$ cat config.mk
export PLATFORM = sky130hd
export DESIGN_NAME = meter_serial_link
export DESIGN_NICKNAME = d
export VERILOG_FILES = /design/src/design/meter_link_pkg.sv /design/src/design/rx_link_if.sv /design/src/design/serial_char_rx.sv /design/src/design/meter_serial_link.sv
export SDC_FILE = /design/constraint.sdc
export NUM_CORES = 1
export LEC_CHECK = 0
export BUFFER_PORTS_ARGS = -buffer_cell sky130_fd_sc_hd__buf_2
export CAP_MARGIN = 20
export CORE_MARGIN = 10
export CORE_UTILIZATION = 62
export CTS_BUF_LIST = sky130_fd_sc_hd__clkbuf_4
export CTS_CLUSTER_SIZE = 28
export DETAILED_ROUTE_END_ITERATION = 7
export PLACE_DENSITY_LB_ADDON = 0.2
export SYNTH_ARGS = -nofsm -noshare
export SYNTH_HDL_FRONTEND = slang
export SYNTH_SLANG_ARGS = --single-unit
$ cat constraint.sdc
create_clock -name sys_clk -period 2.7 [get_ports sys_clk]
set_clock_uncertainty 0.05 [all_clocks]
set_input_delay 0.405 -clock sys_clk [delete_from_list [all_inputs] [get_ports sys_clk]]
set_output_delay 0.405 -clock sys_clk [all_outputs]
set_load 0.01 [all_outputs]
$ cat src/design/meter_link_pkg.sv
// ****************************************
// shared constants and types
// ****************************************
package meter_link_pkg;
  localparam int CLK_HZ = 20_000_000;
  localparam int ASTER_WAIT_MS = 50;
  localparam int DOLLAR_WAIT_MS = 2;
  localparam int ASTER_WAIT_CYC = CLK_HZ / 1000 * ASTER_WAIT_MS;
  localparam int DOLLAR_WAIT_CYC = CLK_HZ / 1000 * DOLLAR_WAIT_MS;
  localparam int WAIT_W = 20;
  localparam int FRAME_W = 12;
  // register offsets
  localparam logic [7:0] ADDR_CFG = 8'h00;
  localparam logic [7:0] ADDR_CTRL = 8'h04;
  localparam logic [7:0] ADDR_RXDATA = 8'h08;
  localparam logic [7:0] ADDR_TXDATA = 8'h0c;
  localparam logic [7:0] ADDR_STATUS = 8'h10;
  // field positions
  localparam int CFG_DIV_LSB = 0;
  localparam int CFG_DATA8_BIT = 16;
  localparam int CFG_PAR_LSB = 17;
  localparam int CTRL_NOREPLY_BIT = 0;
  localparam int RXDATA_VALID_BIT = 8;
  localparam int TXDATA_LAST_BIT = 8;
  localparam int STAT_STATE_LSB = 0;
  localparam int STAT_DOLLAR_BIT = 2;
  localparam int STAT_HOLD_BIT = 3;
  localparam int STAT_RXV_BIT = 4;
  localparam int STAT_WDONE_BIT = 5;
  // reset values
  localparam logic [15:0] CFG_DIV_RST = 16'h0823;
  localparam logic CFG_DATA8_RST = 1'h1;
  // characters
  localparam logic [7:0] TERM_ASTER = 8'h2a;
  localparam logic [7:0] TERM_DOLLAR = 8'h24;
  typedef enum logic [1:0] {PAR_NONE = 2'b00, PAR_ODD = 2'b01, PAR_EVEN = 2'b10} parity_t;
  typedef enum logic [1:0] {ST_RECV = 2'b00, ST_EXEC = 2'b01, ST_SEND = 2'b10} link_state_t;
  typedef enum logic [1:0] {RX_IDLE = 2'b00, RX_START = 2'b01, RX_BITS = 2'b10,
    RX_STOP = 2'b11} rx_state_t;
endpackage : meter_link_pkg

$ cat src/design/rx_link_if.sv
`timescale 1ns/1ns
// ****************************************
// receiver carrier
// ****************************************
interface rx_link_if;
  logic en;
  logic [15:0] div;
  logic data8;
  logic par_en;
  logic vld;
  logic [7:0] chr;
  modport rx (input en, input div, input data8, input par_en, output vld, output chr);
  modport ctl (output en, output div, output data8, output par_en, input vld, input chr);
endinterface : rx_link_if

$ cat src/design/serial_char_rx.sv
`timescale 1ns/1ns
// ****************************************
// character receiver
// ****************************************
module serial_char_rx (
  // clock and reset
  input wire logic sys_clk,
  input wire logic rst,
  // line
  input wire logic rx_pin,
  // control side
  rx_link_if.rx lnk
);
  typedef struct packed {
    logic s1;
    logic s2;
    logic s3;
    logic lvl;
    logic armed;
    meter_link_pkg::rx_state_t st;
    logic [15:0] cnt;
    logic [3:0] nbit;
    logic [7:0] sh;
    logic vld;
    logic [7:0] chr;
  } rx_regs_t;

  rx_regs_t q_r;
  rx_regs_t q_nxt;
  logic [3:0] total;

  always_comb begin
    q_nxt = q_r;
    total = (lnk.data8 ? 4'h8 : 4'h7) + {3'h0, lnk.par_en};
    q_nxt.s1 = rx_pin;
    q_nxt.s2 = q_r.s1;
    q_nxt.s3 = q_r.s2;
    if (q_r.s2 == q_r.s3) begin
      q_nxt.lvl = q_r.s3;
    end
    q_nxt.vld = 1'b0;
    if (q_r.lvl) begin
      q_nxt.armed = 1'b1;
    end
    q_nxt.cnt = q_r.cnt - 16'h0001;
    unique case (q_r.st)
      meter_link_pkg::RX_IDLE: begin
        if (!q_r.lvl && q_r.armed) begin
          q_nxt.st = meter_link_pkg::RX_START;
          q_nxt.cnt = {1'b0, lnk.div[15:1]};
        end
      end
      meter_link_pkg::RX_START: begin
        if (q_r.cnt == 16'h0000) begin
          q_nxt.cnt = lnk.div - 16'h0001;
          q_nxt.nbit = 4'h0;
          q_nxt.st = q_r.lvl ? meter_link_pkg::RX_IDLE : meter_link_pkg::RX_BITS;
        end
      end
      meter_link_pkg::RX_BITS: begin
        if (q_r.cnt == 16'h0000) begin
          q_nxt.cnt = lnk.div - 16'h0001;
          if (q_r.nbit < (lnk.data8 ? 4'h8 : 4'h7)) begin
            q_nxt.sh = {q_r.lvl, q_r.sh[7:1]};
          end
          q_nxt.nbit = q_r.nbit + 4'h1;
          if (q_r.nbit == total - 4'h1) begin
            q_nxt.st = meter_link_pkg::RX_STOP;
          end
        end
      end
      meter_link_pkg::RX_STOP: begin
        if (q_r.cnt == 16'h0000) begin
          q_nxt.chr = lnk.data8 ? q_r.sh : {1'b0, q_r.sh[7:1]};
          q_nxt.vld = 1'b1;
          q_nxt.armed = q_r.lvl;
          q_nxt.st = meter_link_pkg::RX_IDLE;
        end
      end
    endcase
    if (!lnk.en) begin
      q_nxt.st = meter_link_pkg::RX_IDLE;
      q_nxt.vld = 1'b0;
    end
  end

  always_ff @(posedge sys_clk) begin
    if (rst) begin
      q_r <= '{s1: 1'b1, s2: 1'b1, s3: 1'b1, lvl: 1'b1, armed: 1'b0,
        st: meter_link_pkg::RX_IDLE, cnt: 16'h0000, nbit: 4'h0, sh: 8'h00,
        vld: 1'b0, chr: 8'h00};
    end else begin
      q_r <= q_nxt;
    end
  end

  assign lnk.vld = q_r.vld;
  assign lnk.chr = q_r.chr;
endmodule : serial_char_rx

$ cat src/design/meter_serial_link.sv
`timescale 1ns/1ns
module meter_serial_link #(
  parameter int ASTER_WAIT_CYC = meter_link_pkg::ASTER_WAIT_CYC,
  parameter int DOLLAR_WAIT_CYC = meter_link_pkg::DOLLAR_WAIT_CYC
) (
  // clock and reset
  input wire logic sys_clk,
  input wire logic rst,
  // register port
  input wire logic [7:0] addr,
  input wire logic [31:0] wr_data,
  input wire logic wr_en,
  input wire logic rd_en,
  output logic [31:0] rd_data,
  // serial line
  input wire logic rxd,
  output logic txd,
  output logic txd_oe
);
  // ****************************************
  // state
  // ****************************************
  typedef struct packed {
    meter_link_pkg::link_state_t st;
    logic [15:0] div;
    logic data8;
    meter_link_pkg::parity_t par;
    logic [7:0] rx_chr;
    logic rx_v;
    logic dollar;
    logic [meter_link_pkg::WAIT_W-1:0] wcnt;
    logic [7:0] hold;
    logic hold_last;
    logic hold_v;
    logic [meter_link_pkg::FRAME_W-1:0] frm;
    logic [3:0] left;
    logic [15:0] bcnt;
    logic tx_busy;
    logic cur_last;
    logic txd;
    logic oe;
    logic [31:0] rdata;
  } link_regs_t;

  link_regs_t q_r;
  link_regs_t q_nxt;

  logic [meter_link_pkg::WAIT_W-1:0] wait_target;
  logic wdone;
  logic par_on;
  logic [meter_link_pkg::FRAME_W-1:0] new_frm;
  logic [3:0] new_len;
  logic is_term;

  rx_link_if rxl ();

  // ****************************************
  // receiver
  // ****************************************
  serial_char_rx u_rx (
    .sys_clk(sys_clk),
    .rst(rst),
    .rx_pin(rxd),
    .lnk(rxl.rx)
  );

  assign rxl.en = (q_r.st == meter_link_pkg::ST_RECV);
  assign rxl.div = q_r.div;
  assign rxl.data8 = q_r.data8;
  assign rxl.par_en = par_on;

  // ****************************************
  // frame builder
  // ****************************************
  function automatic logic [meter_link_pkg::FRAME_W-1:0] build_frame(
    input logic [7:0] d,
    input logic d8,
    input meter_link_pkg::parity_t p
  );
    logic [meter_link_pkg::FRAME_W-1:0] f;
    logic [7:0] m;
    logic pb;
    f = '1;
    m = d8 ? d : {1'b0, d[6:0]};
    pb = (p == meter_link_pkg::PAR_ODD) ? ~(^m) : (^m);
    f[0] = 1'b0;
    for (int i = 0; i < 8; i++) begin
      if (i < (d8 ? 8 : 7)) begin
        f[1 + i] = m[i];
      end
    end
    if (p == meter_link_pkg::PAR_ODD || p == meter_link_pkg::PAR_EVEN) begin
      f[d8 ? 9 : 8] = pb;
    end
    return f;
  endfunction : build_frame

  always_comb begin
    par_on = (q_r.par == meter_link_pkg::PAR_ODD) || (q_r.par == meter_link_pkg::PAR_EVEN);
    new_frm = build_frame(q_r.hold, q_r.data8, q_r.par);
    // start + data + parity + stop; 7n gets a second stop
    new_len = 4'h1 + (q_r.data8 ? 4'h8 : 4'h7) + {3'h0, par_on} + 4'h1;
    if (!q_r.data8 && !par_on) begin
      new_len = new_len + 4'h1;
    end
  end

  // ****************************************
  // turn-around delay
  // ****************************************
  always_comb begin
    if (q_r.dollar) begin
      wait_target = DOLLAR_WAIT_CYC[meter_link_pkg::WAIT_W-1:0];
    end else begin
      wait_target = ASTER_WAIT_CYC[meter_link_pkg::WAIT_W-1:0];
    end
    wdone = (q_r.wcnt >= wait_target);
    is_term = (rxl.chr == meter_link_pkg::TERM_ASTER) ||
      (rxl.chr == meter_link_pkg::TERM_DOLLAR);
  end

  // ****************************************
  // next state
  // ****************************************
  always_comb begin
    q_nxt = q_r;
    q_nxt.rdata = 32'h0000_0000;
    if (!wdone) begin
      q_nxt.wcnt = q_r.wcnt + {{(meter_link_pkg::WAIT_W-1){1'b0}}, 1'b1};
    end

    // register reads
    if (rd_en) begin
      unique case (addr)
        meter_link_pkg::ADDR_CFG: begin
          q_nxt.rdata[meter_link_pkg::CFG_DIV_LSB +: 16] = q_r.div;
          q_nxt.rdata[meter_link_pkg::CFG_DATA8_BIT] = q_r.data8;
          q_nxt.rdata[meter_link_pkg::CFG_PAR_LSB +: 2] = q_r.par;
        end
        meter_link_pkg::ADDR_RXDATA: begin
          q_nxt.rdata[7:0] = q_r.rx_chr;
          q_nxt.rdata[meter_link_pkg::RXDATA_VALID_BIT] = q_r.rx_v;
          q_nxt.rx_v = 1'b0;
        end
        meter_link_pkg::ADDR_STATUS: begin
          q_nxt.rdata[meter_link_pkg::STAT_STATE_LSB +: 2] = q_r.st;
          q_nxt.rdata[meter_link_pkg::STAT_DOLLAR_BIT] = q_r.dollar;
          q_nxt.rdata[meter_link_pkg::STAT_HOLD_BIT] = q_r.hold_v;
          q_nxt.rdata[meter_link_pkg::STAT_RXV_BIT] = q_r.rx_v;
          q_nxt.rdata[meter_link_pkg::STAT_WDONE_BIT] = wdone;
        end
        default: begin
          q_nxt.rdata = 32'h0000_0000;
        end
      endcase
    end

    // register writes
    if (wr_en) begin
      if (addr == meter_link_pkg::ADDR_CFG) begin
        q_nxt.div = wr_data[meter_link_pkg::CFG_DIV_LSB +: 16];
        q_nxt.data8 = wr_data[meter_link_pkg::CFG_DATA8_BIT];
        unique case (wr_data[meter_link_pkg::CFG_PAR_LSB +: 2])
          2'b01: q_nxt.par = meter_link_pkg::PAR_ODD;
          2'b10: q_nxt.par = meter_link_pkg::PAR_EVEN;
          default: q_nxt.par = meter_link_pkg::PAR_NONE;
        endcase
      end
      if (addr == meter_link_pkg::ADDR_CTRL && q_r.st == meter_link_pkg::ST_EXEC &&
          !q_r.hold_v && wr_data[meter_link_pkg::CTRL_NOREPLY_BIT]) begin
        q_nxt.st = meter_link_pkg::ST_RECV;
      end
      if (addr == meter_link_pkg::ADDR_TXDATA && q_r.st != meter_link_pkg::ST_RECV &&
          !q_r.hold_v) begin
        q_nxt.hold = wr_data[7:0];
        q_nxt.hold_last = wr_data[meter_link_pkg::TXDATA_LAST_BIT];
        q_nxt.hold_v = 1'b1;
      end
    end

    // received characters
    if (rxl.vld && q_r.st == meter_link_pkg::ST_RECV) begin
      q_nxt.rx_chr = rxl.chr;
      q_nxt.rx_v = 1'b1;
      if (is_term) begin
        q_nxt.st = meter_link_pkg::ST_EXEC;
        q_nxt.dollar = (rxl.chr == meter_link_pkg::TERM_DOLLAR);
        q_nxt.wcnt = '0;
      end
    end

    // transmitter
    unique case (q_r.st)
      meter_link_pkg::ST_RECV: begin
        q_nxt.txd = 1'b1;
        q_nxt.oe = 1'b0;
      end
      meter_link_pkg::ST_EXEC: begin
        if (q_r.hold_v && wdone) begin
          q_nxt.st = meter_link_pkg::ST_SEND;
          q_nxt.oe = 1'b1;
          q_nxt.frm = new_frm;
          q_nxt.txd = new_frm[0];
          q_nxt.left = new_len;
          q_nxt.bcnt = q_r.div - 16'h0001;
          q_nxt.tx_busy = 1'b1;
          q_nxt.cur_last = q_r.hold_last;
          q_nxt.hold_v = 1'b0;
        end
      end
      meter_link_pkg::ST_SEND: begin
        if (q_r.tx_busy) begin
          q_nxt.bcnt = q_r.bcnt - 16'h0001;
          if (q_r.bcnt == 16'h0000) begin
            q_nxt.bcnt = q_r.div - 16'h0001;
            if (q_r.left == 4'h1) begin
              q_nxt.tx_busy = 1'b0;
              q_nxt.txd = 1'b1;
              if (q_r.cur_last) begin
                q_nxt.st = meter_link_pkg::ST_RECV;
                q_nxt.oe = 1'b0;
              end
            end else begin
              q_nxt.frm = q_r.frm >> 1;
              q_nxt.txd = q_r.frm[1];
              q_nxt.left = q_r.left - 4'h1;
            end
          end
        end else if (q_r.hold_v) begin
          q_nxt.frm = new_frm;
          q_nxt.txd = new_frm[0];
          q_nxt.left = new_len;
          q_nxt.bcnt = q_r.div - 16'h0001;
          q_nxt.tx_busy = 1'b1;
          q_nxt.cur_last = q_r.hold_last;
          q_nxt.hold_v = 1'b0;
        end
      end
      default: begin
        q_nxt.st = meter_link_pkg::ST_RECV;
      end
    endcase
  end

  // ****************************************
  // registers
  // ****************************************
  always_ff @(posedge sys_clk) begin
    if (rst) begin
      q_r <= '{st: meter_link_pkg::ST_RECV, div: meter_link_pkg::CFG_DIV_RST,
        data8: meter_link_pkg::CFG_DATA8_RST, par: meter_link_pkg::PAR_NONE,
        rx_chr: 8'h00, rx_v: 1'b0, dollar: 1'b0, wcnt: '0, hold: 8'h00,
        hold_last: 1'b0, hold_v: 1'b0, frm: '1, left: 4'h0, bcnt: 16'h0000,
        tx_busy: 1'b0, cur_last: 1'b0, txd: 1'b1, oe: 1'b0, rdata: 32'h0000_0000};
    end else begin
      q_r <= q_nxt;
    end
  end

  assign rd_data = q_r.rdata;
  assign txd = q_r.txd;
  assign txd_oe = q_r.oe;
endmodule : meter_serial_link

* After elaboration in Yosys (flattened, before gate mapping) *
Index checks and enable logic that the tools add are counted.
Widths: inputs -> output; s select.

cells by class
  $add $sub $neg = 12
  $mul = 0
  divide/modulo/power cells = 0
  magnitude comparators = 12
  equal/unequal tests = 33
  shift operators = 0
  multiplexer cells = 70
  bitwise logic cells = 5
  reductions and logical operators = 46

operator list
  operator               number
  $lt 4x32->1 const A    3
  $pmux 35 s2            1
  $mux 33                2
  $lt 3x32->1 const A    2
  $pmux 16 s3            1
  $sub 16x1->16 const B  3
  $mux 22                2
  $mux 21                2
  $mux 20                2
  $mux 37                1
  $mux 36                1
  $logic_not 16->1       2
  $lt 1x32->1 const A    1
  $lt 2x32->1 const A    1
  $mux 30                1
  $mux 1                 25
  $mux 8                 3
  $mux 2                 11
  $add 20x1->20 const B  1
  $ge 20x20->1           1
  $mux 19                1
  $mux 18                1
  $pmux 6 s3             1
  $eq 8x4->1 const B     2
  47 further kinds       107

storage, ports and cells
  flip-flop bits (word level) = 173
  bits in latches = 0
  bits in writable memories = 0
  ROM bits = 0
  bits of input ports = 45
  output and inout bits = 34
  word-level logic and storage cells = 210
  memories = 0

* Logic depth before layout (Yosys ltp) *
Gate-level depths: netlist of the first run.

  word-level depth = 13
  gate-level depth with buffers = 11
  depth with buffers taken out = 9

* Hierarchy *
Synthesis of the first run repeated with hierarchy kept, for this count alone.

second synthesis, totals
  cell total of the unflattened synthesis = 1,086
  area, all modules = 8,757.1 um2

modules (own cells, without submodules)
  module             times used  cells each  area an instance (um2)  seq. area each (um2)
  meter_serial_link  1           754         6,038.3                 2,302.2
  serial_char_rx     1           332         2,718.9                 880.8

* Least setup slack after synthesis of the first run *
Ideal clock, no wire load.

  kind = reg2reg
  from = register q_r[98] (netlist name)
  to = register q_r[44] (netlist name)
  library setup time = 0.095 ns
  arrival time = 2.307 ns
  required time = 2.555 ns
  path slack = 0.248 ns
  cell stages (with the launch flop) = 9
  path buffers = 0
  period minus slack after synthesis = 2.452 ns
  path through = dfxtp_1 > inv_1 > ha_1 > o21ai_0 > o21ai_0 > nand2_1 > a31o_2 > or4_1 > o311ai_1

between the ends
  cells in the longest elaborated chain, start to end = 5

ends and longest elaborated chain
  item                        RTL line                  source
  start, declared             meter_serial_link.sv:45   link_regs_t q_r;
  start signal, assigned      meter_serial_link.sv:250  q_r <= '{st: meter_link_pkg::ST_RECV, div: meter_link_pkg::CFG_DIV_RST,
  start signal, assigned      meter_serial_link.sv:256  q_r <= q_nxt;
  $mux 20                     meter_serial_link.sv:112  if (q_r.dollar) begin
  $ge 20x20->1                meter_serial_link.sv:117  wdone = (q_r.wcnt >= wait_target);
  $logic_and 1x1->1           meter_serial_link.sv:199  if (q_r.hold_v && wdone) begin
  $ne 2x1->1 (no line)        -
  $reduce_and 3->1 (no line)  -

Every way passes these cells.
A chain may end at the register's enable or synchronous reset.

* Final worst setup path of the first run *
  from = register q_r[98] (netlist name)
  to = register q_r[63] (netlist name)

between the ends
  cells in the longest elaborated chain, start to end = 5

ends and longest elaborated chain
  item                        RTL line
  $mux 20                     meter_serial_link.sv:112
  $ge 20x20->1                meter_serial_link.sv:117
  $logic_and 1x1->1           meter_serial_link.sv:199
  $ne 2x1->1 (no line)        -
  $reduce_and 5->1 (no line)  -

Every way passes these cells.

==> summary.md, run 1 <==
| Metric | Value |
|---|---|
| Drt pass-1 iters | `8` |
| Fmax | `roughly 380 MHz` |
| Die area | `between 0.015 and 0.02 mm²` |
| WP data arrival | `between 3 and 4 ns` |
| Final ANT Viol Nets | `0` |
| Post-synthesis xor/xnor area fraction | `0.05477` |
| Clk sinks | `~160` |
| Synth area leader | `dfxtp_1` |
| Lkg Pwr | `around 3.7 nW` |
| Measured slew at the worst slew-check pin | `between 0.9 and 1 ns` |
| Worst-Skew Late Latency | `around 0.59 ns` |
| CTS tree | `built` |
| Crit start category | `flop` |
| HP Class | `input pin to flop` |
| Die Wd | `between 100 and 150 µm` |
| Largest stage delay on the critical path | `0.36 ns` |
| DRC violations left | `0` |
| TritonCTS buffer count | `17` |
| Share of cells above drive strength 1 | `0.1685` |
| Hold Crit Start | `wr_data[17]` |
| Seq/Total Area, Yosys | `0.3756` |
| Pre-CTS WS | `0.07763 ns` |
| GP Congestion | `0.9118` |
| Routed WL | `roughly 22000 µm` |
| Commonest non-fill, non-tap cell in the layout | `dfxtp_1` |
| WL per Instance | `approximately 17 µm` |
| Endpoints failing setup | `0` |
| Cell variety after synth | `80` |
| Period utilisation layout | `0.9717` |
| IO Pins | `79` |
| Status | `completed` |
| FP Rows | `42` |
| WS Path Type | `flop to flop` |
| Mapped Area | `about 0.0085 mm²` |
| Reg2reg setup slack | `approximately 0.076 ns` |
| Most frequent cells in the layout | `dfxtp_1, nor2_1, nand2_1` |
| First-pass GRT wire length | `35330 µm` |
| Share of the synthesized area in the top cell type | `0.3756` |
| Htree depth | `4` |
| Max Cap Viol | `0` |
| Clk slew on worst S/H paths | `0.15 ns` |
| Worst Reg-to-Reg Cells | `10` |
| Die H | `between 100 and 150 µm` |
| CTS Buffer Depth | `2` |
| Slew Limit Fails | `0` |
| Post-synth EDFFs | `0` |
| Vias/cell | `6.048` |
| Buffers and inverters on the worst path | `3` |
| Cell depth of the worst hold path | `3` |
| Total grt overflow | `0` |
| Pin count of the biggest net entering global routing | `48` |
| Crit-path cells | `buf_4, ha_1, nand4b_1, nor3_4, a221oi_4, buf_4, a31oi_2, nand2_1, buf_4, o2111ai_1` |
| Hold Path Sink | `q_r[108]` |
| Vias in the first global route | `between 7000 and 8000` |
| Final hold slack | `about 0.04 ns` |
| TNS Setup | `0 ns` |
| Crit path top cell by count | `buf_4` |
| Synth top area cells | `dfxtp_1, ha_1, nor2_1` |
| Maximum VDD drop | `0.4023 mV` |
| Fin util | `0.7153` |
| Ys flop type | `dfxtp_1` |
| Largest family of logic cells by synthesized area | `simple AND/OR/NAND/NOR gates` |
| PwrDens | `483.5 mW/mm²` |
| IO Port Bufs | `52` |
| Final setup margin | `0.07648 ns` |
| Core area | `0.01330 mm²` |
| Final Hold Viols | `0` |
| Initial DRC count | `~770` |
| Mux cell area share after synthesis | `0.03838` |
| Critical path required time | `3.15 ns` |
| Area Overhead vs Synth | `12.21%` |
| GR Util All Layers | `0.2302` |
| Power Total | `approximately 4.6 mW` |
| CP max-delay cell | `dfxtp_2` |
| Gate Count Post-Synth | `1000` |
| Post-Synth Simple-Gate Area | `0.2300` |
| CP Capture Type | `flop` |
| Worst r2r dst | `q_r[63]` |
| Critical Path Fanout Max | `8` |
| Fill cells | `1034` |
| Final #Nets | `1153` |
| Async set-reset flop share out of synthesis | `0` |
| Initial antenna violation count | `0` |
| Synth Register Bits | `159` |
| Syn Area/Cell | `8.476 µm²` |
| Vias | `between 7000 and 8000` |
| Post-DP HPWL | `around 16000 µm` |
| Yosys warnings | `0` |
| Initial Util | `0.6375` |
| Final Critical Period | `approximately 2.6 ns` |
| Max-slew headroom | `0.3844` |
| Critical path's top delay family | `simple AND/OR/NAND/NOR gates` |
| Crit Reg-Reg Startpoint | `q_r[98]` |
| Compound-Gate Fraction of Synth Area | `0.1850` |
| Root Buffer | `clkbuf_4` |
| Adder-cell area share of the yosys netlist | `0.05167` |
[where the power goes]
group | leakage, nW | internal, mW | switching (mW)
Combinational | 2.26 | 0.295 | 0.343
Sequential | 1.29 | 2.43 | 0.0857
Clock | 0.155 | 0.429 | 1.02
Total | 3.70 | 3.15 | 1.45
[worst register-to-register path, cell delays in order, from the launching register on]
cell	delay, ns
dfxtp_2	0.36
buf_4	0.15
ha_1	0.29
nand4b_1	0.16
nor3_4	0.27
a221oi_4	0.09
buf_4	0.17
a31oi_2	0.35
nand2_1	0.22
buf_4	0.22
o2111ai_1	0.21
[sequential cells by signal (all words and copies together) (netlist names), 2 cells and up]
register      cells
q_r              77
rd_data          19
rxl.div          16
u_rx.lnk.chr      8
u_rx.q_nxt        2
u_rx.q_r         33
[per-stage QoR]
step | area [µm²] | cells
final | 9510 | 1263
after global routing | 9508 | 1262
after CTS | 9370 | 1254
after detailed placement | 8940 | 1208
after global placement | 8940 | 1208
after floorplan | 8521 | 1012
[layout make-up]
cell class	instances	area (µm²)	area share
clock buffers	17	127.6	0.01342
diodes	1	2.502	0.0002631
inverters	28	105.1	0.01105
well taps	176	220.2	0.02315
multi-input cells	745	4870	0.5120
repair buffers	122	838.3	0.08815
clock inverters	15	162.7	0.01710
flip-flops and latches	159	3184	0.3348
[cells in the mapped netlist, types with 12 or more instances]
cell,n
dfxtp_1,159
nor2_1,103
nand2_1,100
a21oi_1,58
o21ai_0,45
ha_1,35
buf_4,33
clkbuf_1,32
mux2i_1,28
inv_1,27
xnor2_1,27
nand3_1,26
xor2_1,26
o211ai_1,24
nor3_1,18
and2_1,17
nand4_1,17
a211oi_1,13
nor4_1,13
o22ai_1,13
buf_2,12
o2111ai_1,12
[worst max path at each step]
| stage | from | end | slack, ns | cells after the start |
|---|---|---|---|---|
| 2_1_floorplan | q_r[98] | q_r[44] | 0.25 | 8 |
| 3_3_place_gp | q_r[98] | q_r[44] | 0.14 | 8 |
| 3_5_place_dp | q_r[98] | q_r[39] | 0.08 | 9 |
| 4_1_cts | q_r[98] | q_r[39] | 0.03 | 9 |
| 5_1_grt | q_r[98] | q_r[39] | -0.006 | 10 |
| 6_report | q_r[98] | q_r[63] | 0.08 | 10 |
[timing repair]
action / in CTS / in global routing
resized for setup: 0 / 13
setup endpoints to repair: 0 / 33
buffers inserted: 0 / 6
hold buffers: 14 / 2
hold endpoints to repair: 16 / 3
[cells by family (layout without fill, tap and decap cells)]
group,after synthesis,in the layout
XOR/XNOR,53,53
AND/OR/NAND/NOR,380,380
other,1,14
adder cells (fa/ha/maj),35,35
AO/OA/AOI/OAI,232,232
multiplexers,32,32
buffers and inverters,108,182
flip-flops,159,159
[routing by layer]
metal,track usage,up-vias,part of all wire
met4,0.06967,0,0.018
met3,0.05462,36,0.065
met5,0,-,0
li1,-,3718,-
met1,0.2974,3621,0.44
met2,0.3725,263,0.47
(Power assumes the default switching activity.)
==> run 2: changes to the inputs <==
--- a/config.mk
+++ b/config.mk
@@ -5,11 +5,11 @@
 export SDC_FILE = /design/constraint.sdc
 export NUM_CORES = 1
 export LEC_CHECK = 0
+export ABC_AREA = 1
 export BUFFER_PORTS_ARGS = -buffer_cell sky130_fd_sc_hd__buf_2
 export CAP_MARGIN = 20
 export CORE_MARGIN = 10
-export CORE_UTILIZATION = 62
-export CTS_BUF_LIST = sky130_fd_sc_hd__clkbuf_4
+export CORE_UTILIZATION = 60
 export CTS_CLUSTER_SIZE = 28
 export DETAILED_ROUTE_END_ITERATION = 7
 export PLACE_DENSITY_LB_ADDON = 0.2
==> summary.md, run 2 <==
| Metric | Value |
|---|---|
| Synth Register Bits | `159 (unchanged)` |
| Worst Reg-to-Reg Cells | `8 (-2)` |
| Syn Area/Cell | `7.000 µm² (-17%)` |
| Reg2reg setup slack | `0.26 ns (+0.18 ns)` |
| Cell variety after synth | `48 (-40%)` |
| Critical path's top delay family | `simple AND/OR/NAND/NOR gates` |
| PwrDens | `612.2 mW/mm² (+27%)` |
| CP startpoint | `q_r[127]` |
| Antenna cells | `0 (-1)` |
| DRC violations left | `0 (unchanged)` |
| Initial antenna violation count | `0 (unchanged)` |
| Count leader, synth | `nand2_1` |
| Htree depth | `4 (unchanged)` |
| Largest register FFs | `77 (unchanged)` |
| Crit-path cells | `inv_1, ha_1, nand2_1, nor3_1, o21ai_0, nand2_1, buf_4, a211oi_1` |
| Period utilisation layout | `0.9032 (-0.06843)` |
| Final Non-Filler Cells | `1509 (+19%)` |
| Async set-reset flop share out of synthesis | `0 (unchanged)` |
| Max-slew headroom | `0.6010 (+0.2166)` |
| Max Cap Viol | `0 (unchanged)` |
| CP max-delay cell | `nor3_1` |
| Worst-Skew Late Latency | `0.44 ns (-0.15 ns)` |
| Post-placement cell count | `1477 (+22%)` |
| WP data arrival | `2.70 ns (-0.38 ns)` |
| Vias in the first global route | `7333 (+1.4%)` |
| Status | `completed` |
| TritonCTS buffer count | `17 (unchanged)` |
| Reg area | `0.003183 mm² (about the same)` |
| Hold Crit Start | `rxd` |
| IO Pins | `79 (unchanged)` |
| CTS tree | `built` |
| Area Overhead vs Synth | `8.353%` |
| Crit Reg-Reg Startpoint | `q_r[127]` |
| Clk slew on worst S/H paths | `0.07 ns (-0.08 ns)` |
| Measured slew at the worst slew-check pin | `0.5985 ns (-0.3215 ns)` |
| CP Capture Type | `flop` |
| Gate Count Post-Synth | `1284 (+28%)` |
| Crit path top cell by count | `nand2_1` |
| Final #Nets | `1392 (+21%)` |
| Slew Limit Fails | `0 (unchanged)` |
| Clock Power Share | `0.379 (+0.064)` |
| Endpoints failing setup | `0 (unchanged)` |
| Routed WL | `21740 µm (+0.49%)` |
| Sequential Power Share | `0.425 (-0.122)` |
| TNS Setup | `0 ns (unchanged)` |
| Share of the synthesized area in the top cell type | `0.3542 (-0.02138)` |
| Net Sw Power | `1.901 mW (+32%)` |
| Post-synth EDFFs | `0 (unchanged)` |
| Most frequent cells in the layout | `nand2_1, nor2_1, dfxtp_1` |
| Stages on worst setup path | `8 (-2)` |
| Commonest cells in the netlist | `nand2_1, nor2_1, dfxtp_1` |
| Die area | `0.02027 mm² (+8.1%)` |
| Most flops, register | `q_r` |
| Largest stage delay on the critical path | `0.38 ns (+0.02 ns)` |
| Share of cells above drive strength 1 | `0.1140 (-0.05455)` |
| CTS Buffer Depth | `2 (unchanged)` |
| Yosys warnings | `0 (unchanged)` |
| Total grt overflow | `0 (unchanged)` |
| Lkg Pwr | `4.416 nW (+19%)` |
| Fill cells | `1320 (+28%)` |
| Initial DRC count | `559 (-27%)` |
| WL per Instance | `14.41 µm (-16%)` |
| Core area | `0.01459 mm² (+9.7%)` |
| Combinational Power Share | `0.196 (+0.057)` |
| Mapped Area | `0.008987 mm² (+6.0%)` |
| Area of the multi-input gates | `0.004890 mm² (+0.41%)` |
| FP Rows | `44 (+4.8%)` |
| First-pass GRT wire length | `35820 µm (+1.4%)` |
| Fmax | `410.0 MHz (+7.6%)` |
| Maximum VDD drop | `0.5177 mV (+29%)` |
| Seq/Total Area, Yosys | `0.3542 (-0.02138)` |
| Critical Path Fanout Max | `20 (+12)` |
| Root Buffer | `clkbuf_16` |
| Final ANT Viol Nets | `0 (unchanged)` |
| Initial Util | `0.6160 (-0.02146)` |
| Pin count of the biggest net entering global routing | `52 (+8.3%)` |
| Crit start category | `flop` |
| Critical path required time | `2.96 ns (-0.19 ns)` |
| Final Critical Period | `2.439 ns (-0.1848 ns)` |
| GP Congestion | `0.8844 (-3.0%)` |
| Synth area leader | `dfxtp_1` |
| Buffers and inverters on the worst path | `2 (-1)` |
| RSZ-0062 raised after global routing | `false` |
| Drt pass-1 iters | `5 (-3)` |
| Clk sinks | `159 (unchanged)` |
| Commonest non-fill, non-tap cell in the layout | `nand2_1` |
| Die H | `142.4 µm (+4.0%)` |
| Die Wd | `142.4 µm (+4.0%)` |
| Post-DP HPWL | `16060 µm (+2.4%)` |
| IO Port Bufs | `52 (unchanged)` |
| Net Sw Frac | `0.3188 (+0.004527)` |
| Cell depth of the worst hold path | `2 (-1)` |
| Setup Fix Bufs, Post-CTS | `0 (unchanged)` |
| Vias/cell | `5.367 (-11%)` |
| Post-cts repair resize count | `0 (unchanged)` |
| Ys flop type | `dfxtp_1` |
| WS Path Type | `flop to flop` |
| Synth top area cells | `dfxtp_1, nand2_1, nor2_1` |
| Internal | `4.061 mW (+29%)` |
| Cts hold-fix bufs | `0 (-14)` |
| GR Util All Layers | `0.2147 (-0.01546)` |
| HP Class | `input pin to flop` |
| Vias | `8099 (+6.0%)` |
| Final Hold Viols | `0 (unchanged)` |
==> run 2: area by class of cell <==
class | instances | share of cell area
inverters | 138 | 0.05345
well taps | 184 | 0.02364
multi-input cells | 930 | 0.5021
clock buffers | 19 | 0.04548
clock inverters | 13 | 0.01092
repair buffers | 66 | 0.03752
flip-flops and latches | 159 | 0.3269
==> run 2: worst register-to-register path, stage by stage (launching register included) <==
cell and delay (ns):
dfxtp_1 0.35, inv_1 0.12, ha_1 0.35, nand2_1 0.28, nor3_1 0.38, o21ai_0 0.30
nand2_1 0.15, buf_4 0.26, a211oi_1 0.08
==> run 2: logic make-up (layout without fill, tap and decap cells) <==
group / count (synthesis) / after routing / share of synthesized area
other: 1 / 13 / 0.0004173
DFF: 159 / 159 / 0.3542
adders and majority gates: 35 / 35 / 0.04873
and+or+nand+nor: 584 / 584 / 0.2872
buffers and inverters: 207 / 236 / 0.1068
AOI/OAI and AO/OA: 233 / 233 / 0.1384
xor gates and xnor gates: 58 / 58 / 0.05652
muxes: 7 / 7 / 0.007796
==> run 2: metal layers <==
metal / wire length, µm / vias to the layer above / track usage
li1: - / 4158 / -
met1: 10080 / 3710 / 0.2757
met2: 10150 / 203 / 0.3522
met3: 1129 / 28 / 0.04239
met4: 385 / 0 / 0.07242
met5: 0 / - / 0
==> run 2: path summary, 6_finish.rpt <==
kind / endpoint
max: q_r[90]
min: u_rx.q_nxt[42]
max reg2reg: q_r[90]
min reg2reg: u_rx.q_nxt[41]
==> run 2: power by group through the flow <==
stage	registers [mW]	clock network [mW]	logic [mW]
after floorplan	2.56	0	0.962
after global routing	2.54	2.39	1.32
after CTS	2.53	2.28	1.15
after global placement	2.58	0	1.12
after detailed placement	2.58	0	1.15
final	2.53	2.26	1.17
==> run 2: per-stage QoR <==
stage	hold WS (ns)	util	setup WS [ns]	power (mW)	instance area, µm²
finish	0.09727	0.6675	0.2613	5.962	9738
floorplan	0.3395	-	0.5225	3.526	9032
global placement	0.3431	0.6298	0.4141	3.704	9189
CTS	0.08889	0.6675	0.3175	5.970	9738
detailed placement	0.3592	0.6298	0.3574	3.732	9189
global route	0.1055	0.6675	0.07424	6.252	9738
==> run 3: changes to the inputs <==
--- a/config.mk
+++ b/config.mk
@@ -9,7 +9,7 @@
 export BUFFER_PORTS_ARGS = -buffer_cell sky130_fd_sc_hd__buf_2
 export CAP_MARGIN = 20
 export CORE_MARGIN = 10
-export CORE_UTILIZATION = 60
+export CORE_UTILIZATION = 55
 export CTS_CLUSTER_SIZE = 28
 export DETAILED_ROUTE_END_ITERATION = 7
 export PLACE_DENSITY_LB_ADDON = 0.2
==> constraint.sdc (replaced) <==
create_clock -name sys_clk -period 2.14 [get_ports sys_clk]
set_clock_uncertainty 0.05 [all_clocks]
set_input_delay 0.321 -clock sys_clk [delete_from_list [all_inputs] [get_ports sys_clk]]
set_output_delay 0.321 -clock sys_clk [all_outputs]
set_load 0.01 [all_outputs]
==> summary.md, run 3 (synthesized netlist as in run 2, its figures left out) <==
| Metric | Value |
|---|---|
| GP Congestion | `0.9131 (+3.2%)` |
| Max Cap Viol | `0 (unchanged)` |
| Most flops, register | `q_r` |
| TritonCTS buffer count | `17 (unchanged)` |
| IO Port Bufs | `52 (unchanged)` |
| DRC violations left | `0 (unchanged)` |
| Initial antenna violation count | `0 (unchanged)` |
| WL per Instance | `14.80 µm (+2.7%)` |
| Worst-Skew Late Latency | `0.43 ns (about the same)` |
| CP max-delay cell | `dfxtp_4` |
| Status | `complete, but fails checks` |
| Area Overhead vs Synth | `19.73%` |
| Crit path top cell by count | `nand2_1` |
| Clk slew on worst S/H paths | `0.06 ns (about the same)` |
| Share of cells above drive strength 1 | `0.1988 (+0.08488)` |
| HP Class | `input pin to flop` |
| Post-DP HPWL | `17110 µm (+6.6%)` |
| Total grt overflow | `0 (unchanged)` |
| Die H | `147.8 µm (+3.8%)` |
| CTS tree | `built` |
| Max-slew headroom | `0.6467 (+0.04569)` |
| First-pass GRT wire length | `37360 µm (+4.3%)` |
| Commonest non-fill, non-tap cell in the layout | `nand2_1` |
| WP data arrival | `2.43 ns (-0.27 ns)` |
| IO Pins | `79 (unchanged)` |
| Final Non-Filler Cells | `1594 (+5.6%)` |
| Critical path's top delay family | `simple AND/OR/NAND/NOR gates` |
| Root Buffer | `clkbuf_16` |
| Endpoints failing setup | `2 (+2)` |
| PwrDens | `729.5 mW/mm² (+19%)` |
| GR Util All Layers | `0.2068 (-0.007940)` |
| Pin count of the biggest net entering global routing | `46 (-12%)` |
| Largest stage delay on the critical path | `0.36 ns (-0.02 ns)` |
| Initial Util | `0.5637 (-0.05231)` |
| Final ANT Viol Nets | `0 (unchanged)` |
| Final Critical Period | `2.164 ns (-0.2746 ns)` |
| Fill cells | `1406 (+6.5%)` |
| CP Capture Type | `flop` |
| CTS Buffer Depth | `2 (unchanged)` |
| Routed WL | `23590 µm (+8.5%)` |
| Measured slew at the worst slew-check pin | `0.5300 ns (-0.06854 ns)` |
| Placed Area | `0.009597 mm² (+4.4%)` |
| Lkg Pwr | `4.827 nW (+9.3%)` |
| Buffers and inverters on the worst path | `4 (+2)` |
| Final Hold Viols | `0 (unchanged)` |
| Fmax | `462.1 MHz (+13%)` |
| Final setup margin | `-0.02419 ns (-0.2854 ns)` |
| Failing checks | `setup timing` |
| Final #Nets | `1445 (+3.8%)` |
| Die Wd | `147.8 µm (+3.8%)` |
| Vias | `8399 (+3.7%)` |
| Post-placement cell count | `1553 (+5.1%)` |
| Period utilisation layout | `1.011 (+0.1081)` |
| Antenna cells | `0 (unchanged)` |
| Clk sinks | `159 (unchanged)` |
| Drt pass-1 iters | `5 (unchanged)` |
| Maximum VDD drop | `0.5659 mV (+9.3%)` |
| Final Cell Area | `0.01076 mm² (+10%)` |
| Htree depth | `4 (unchanged)` |
| Slew Limit Fails | `0 (unchanged)` |
| Final hold slack | `0.03100 ns (-0.06628 ns)` |
| Largest register FFs | `77 (unchanged)` |
| Vias/cell | `5.269 (-1.8%)` |
| WS Path Type | `flop to flop` |
| Critical Path Fanout Max | `6 (-70%)` |
| Most frequent cells in the layout | `nand2_1, dfxtp_1, nor2_1` |
| Core area | `0.01594 mm² (+9.3%)` |
| FP Rows | `46 (+4.5%)` |
| Die area | `0.02185 mm² (+7.8%)` |
| Vias in the first global route | `7847 (+7.0%)` |
| Critical path required time | `2.40 ns (-0.56 ns)` |
| Initial DRC count | `545 (-2.5%)` |
| Crit-path cells | `buf_8, ha_1, nand2_1, inv_1, nand2_1, nand2_1, a21oi_2, nand2_2, nand2_2, nand2_4, nand3_4, buf_12, clkinv_8, o21ai_2, nand2_1` |
| Crit start category | `flop` |
| RSZ-0062 raised after global routing | `true` |
| Fin util | `0.6749 (+0.007437)` |
run 3: cell count changes in the layout (fill, tap and decap cells not counted), moves of 8 or more:
cell	previous run	this run
nor2_4	8	17
o21ai_2	1	14
a21oi_1	101	93
a21oi_2	2	10
buf_4	14	52
ha_1	35	26
o21ai_0	88	75
nor2_1	172	157
run 3: timing repair:
action / CTS / global route
hold endpoints to repair: 0 / 0
gates resized for setup: 6 / 118
setup buffers: 0 / 5
pin swaps: 1 / 26
endpoints found under the setup margin: 29 / 63
gates cloned: 1 / 3
hold buffers: 0 / 0
run 3: area by class of cell:
type | instances | area (µm²) | area share
inverter | 138 | 550.5 | 0.05116
timing repair buffer | 116 | 847.1 | 0.07872
timing repair inverter | 2 | 25.02 | 0.002326
clock buffer | 21 | 470.5 | 0.04372
multi-input combinational | 931 | 5284 | 0.4910
clock inverter | 11 | 126.4 | 0.01174
tap | 216 | 270.3 | 0.02512
sequential | 159 | 3187 | 0.2962
run 3: power by group:
group          internal, mW  switching, mW
combinational         0.587          0.999
sequential             3.08          0.119
clock                  1.82           1.24
total                  5.49           2.36
run 3: worst paths after layout:
kind | endpoint | depth (start not counted) | slack (ns) | from
worst max-delay path | q_r[60] | 15 | -0.02 | q_r[98]
worst min-delay path | u_rx.q_nxt[42] | 2 | 0.03 | rxd
worst max register to register | q_r[60] | 15 | -0.02 | q_r[98]
worst min register to register | u_rx.q_nxt[41] | 1 | 0.39 | u_rx.q_nxt[42]
run 3: layer usage:
metal / part of all wire / GRT usage / vias up
met2: 0.49 / 0.3539 / 234
met5: 0 / 0 / -
met3: 0.059 / 0.05586 / 38
li1: - / - / 4265
met1: 0.43 / 0.2477 / 3862
met4: 0.016 / 0.06095 / 0
run 3: through the flow:
stage | setup WS, ns | setup TNS, ns | power (mW)
after floorplan | 0.05593 | 0 | 4.448
after global routing | -0.1978 | -5.216 | 8.257
after global placement | -0.02755 | -0.1705 | 4.746
after detailed placement | -0.05393 | -0.2480 | 4.778
after CTS | -0.005856 | -0.02102 | 7.826
final | -0.02419 | -0.04099 | 7.850
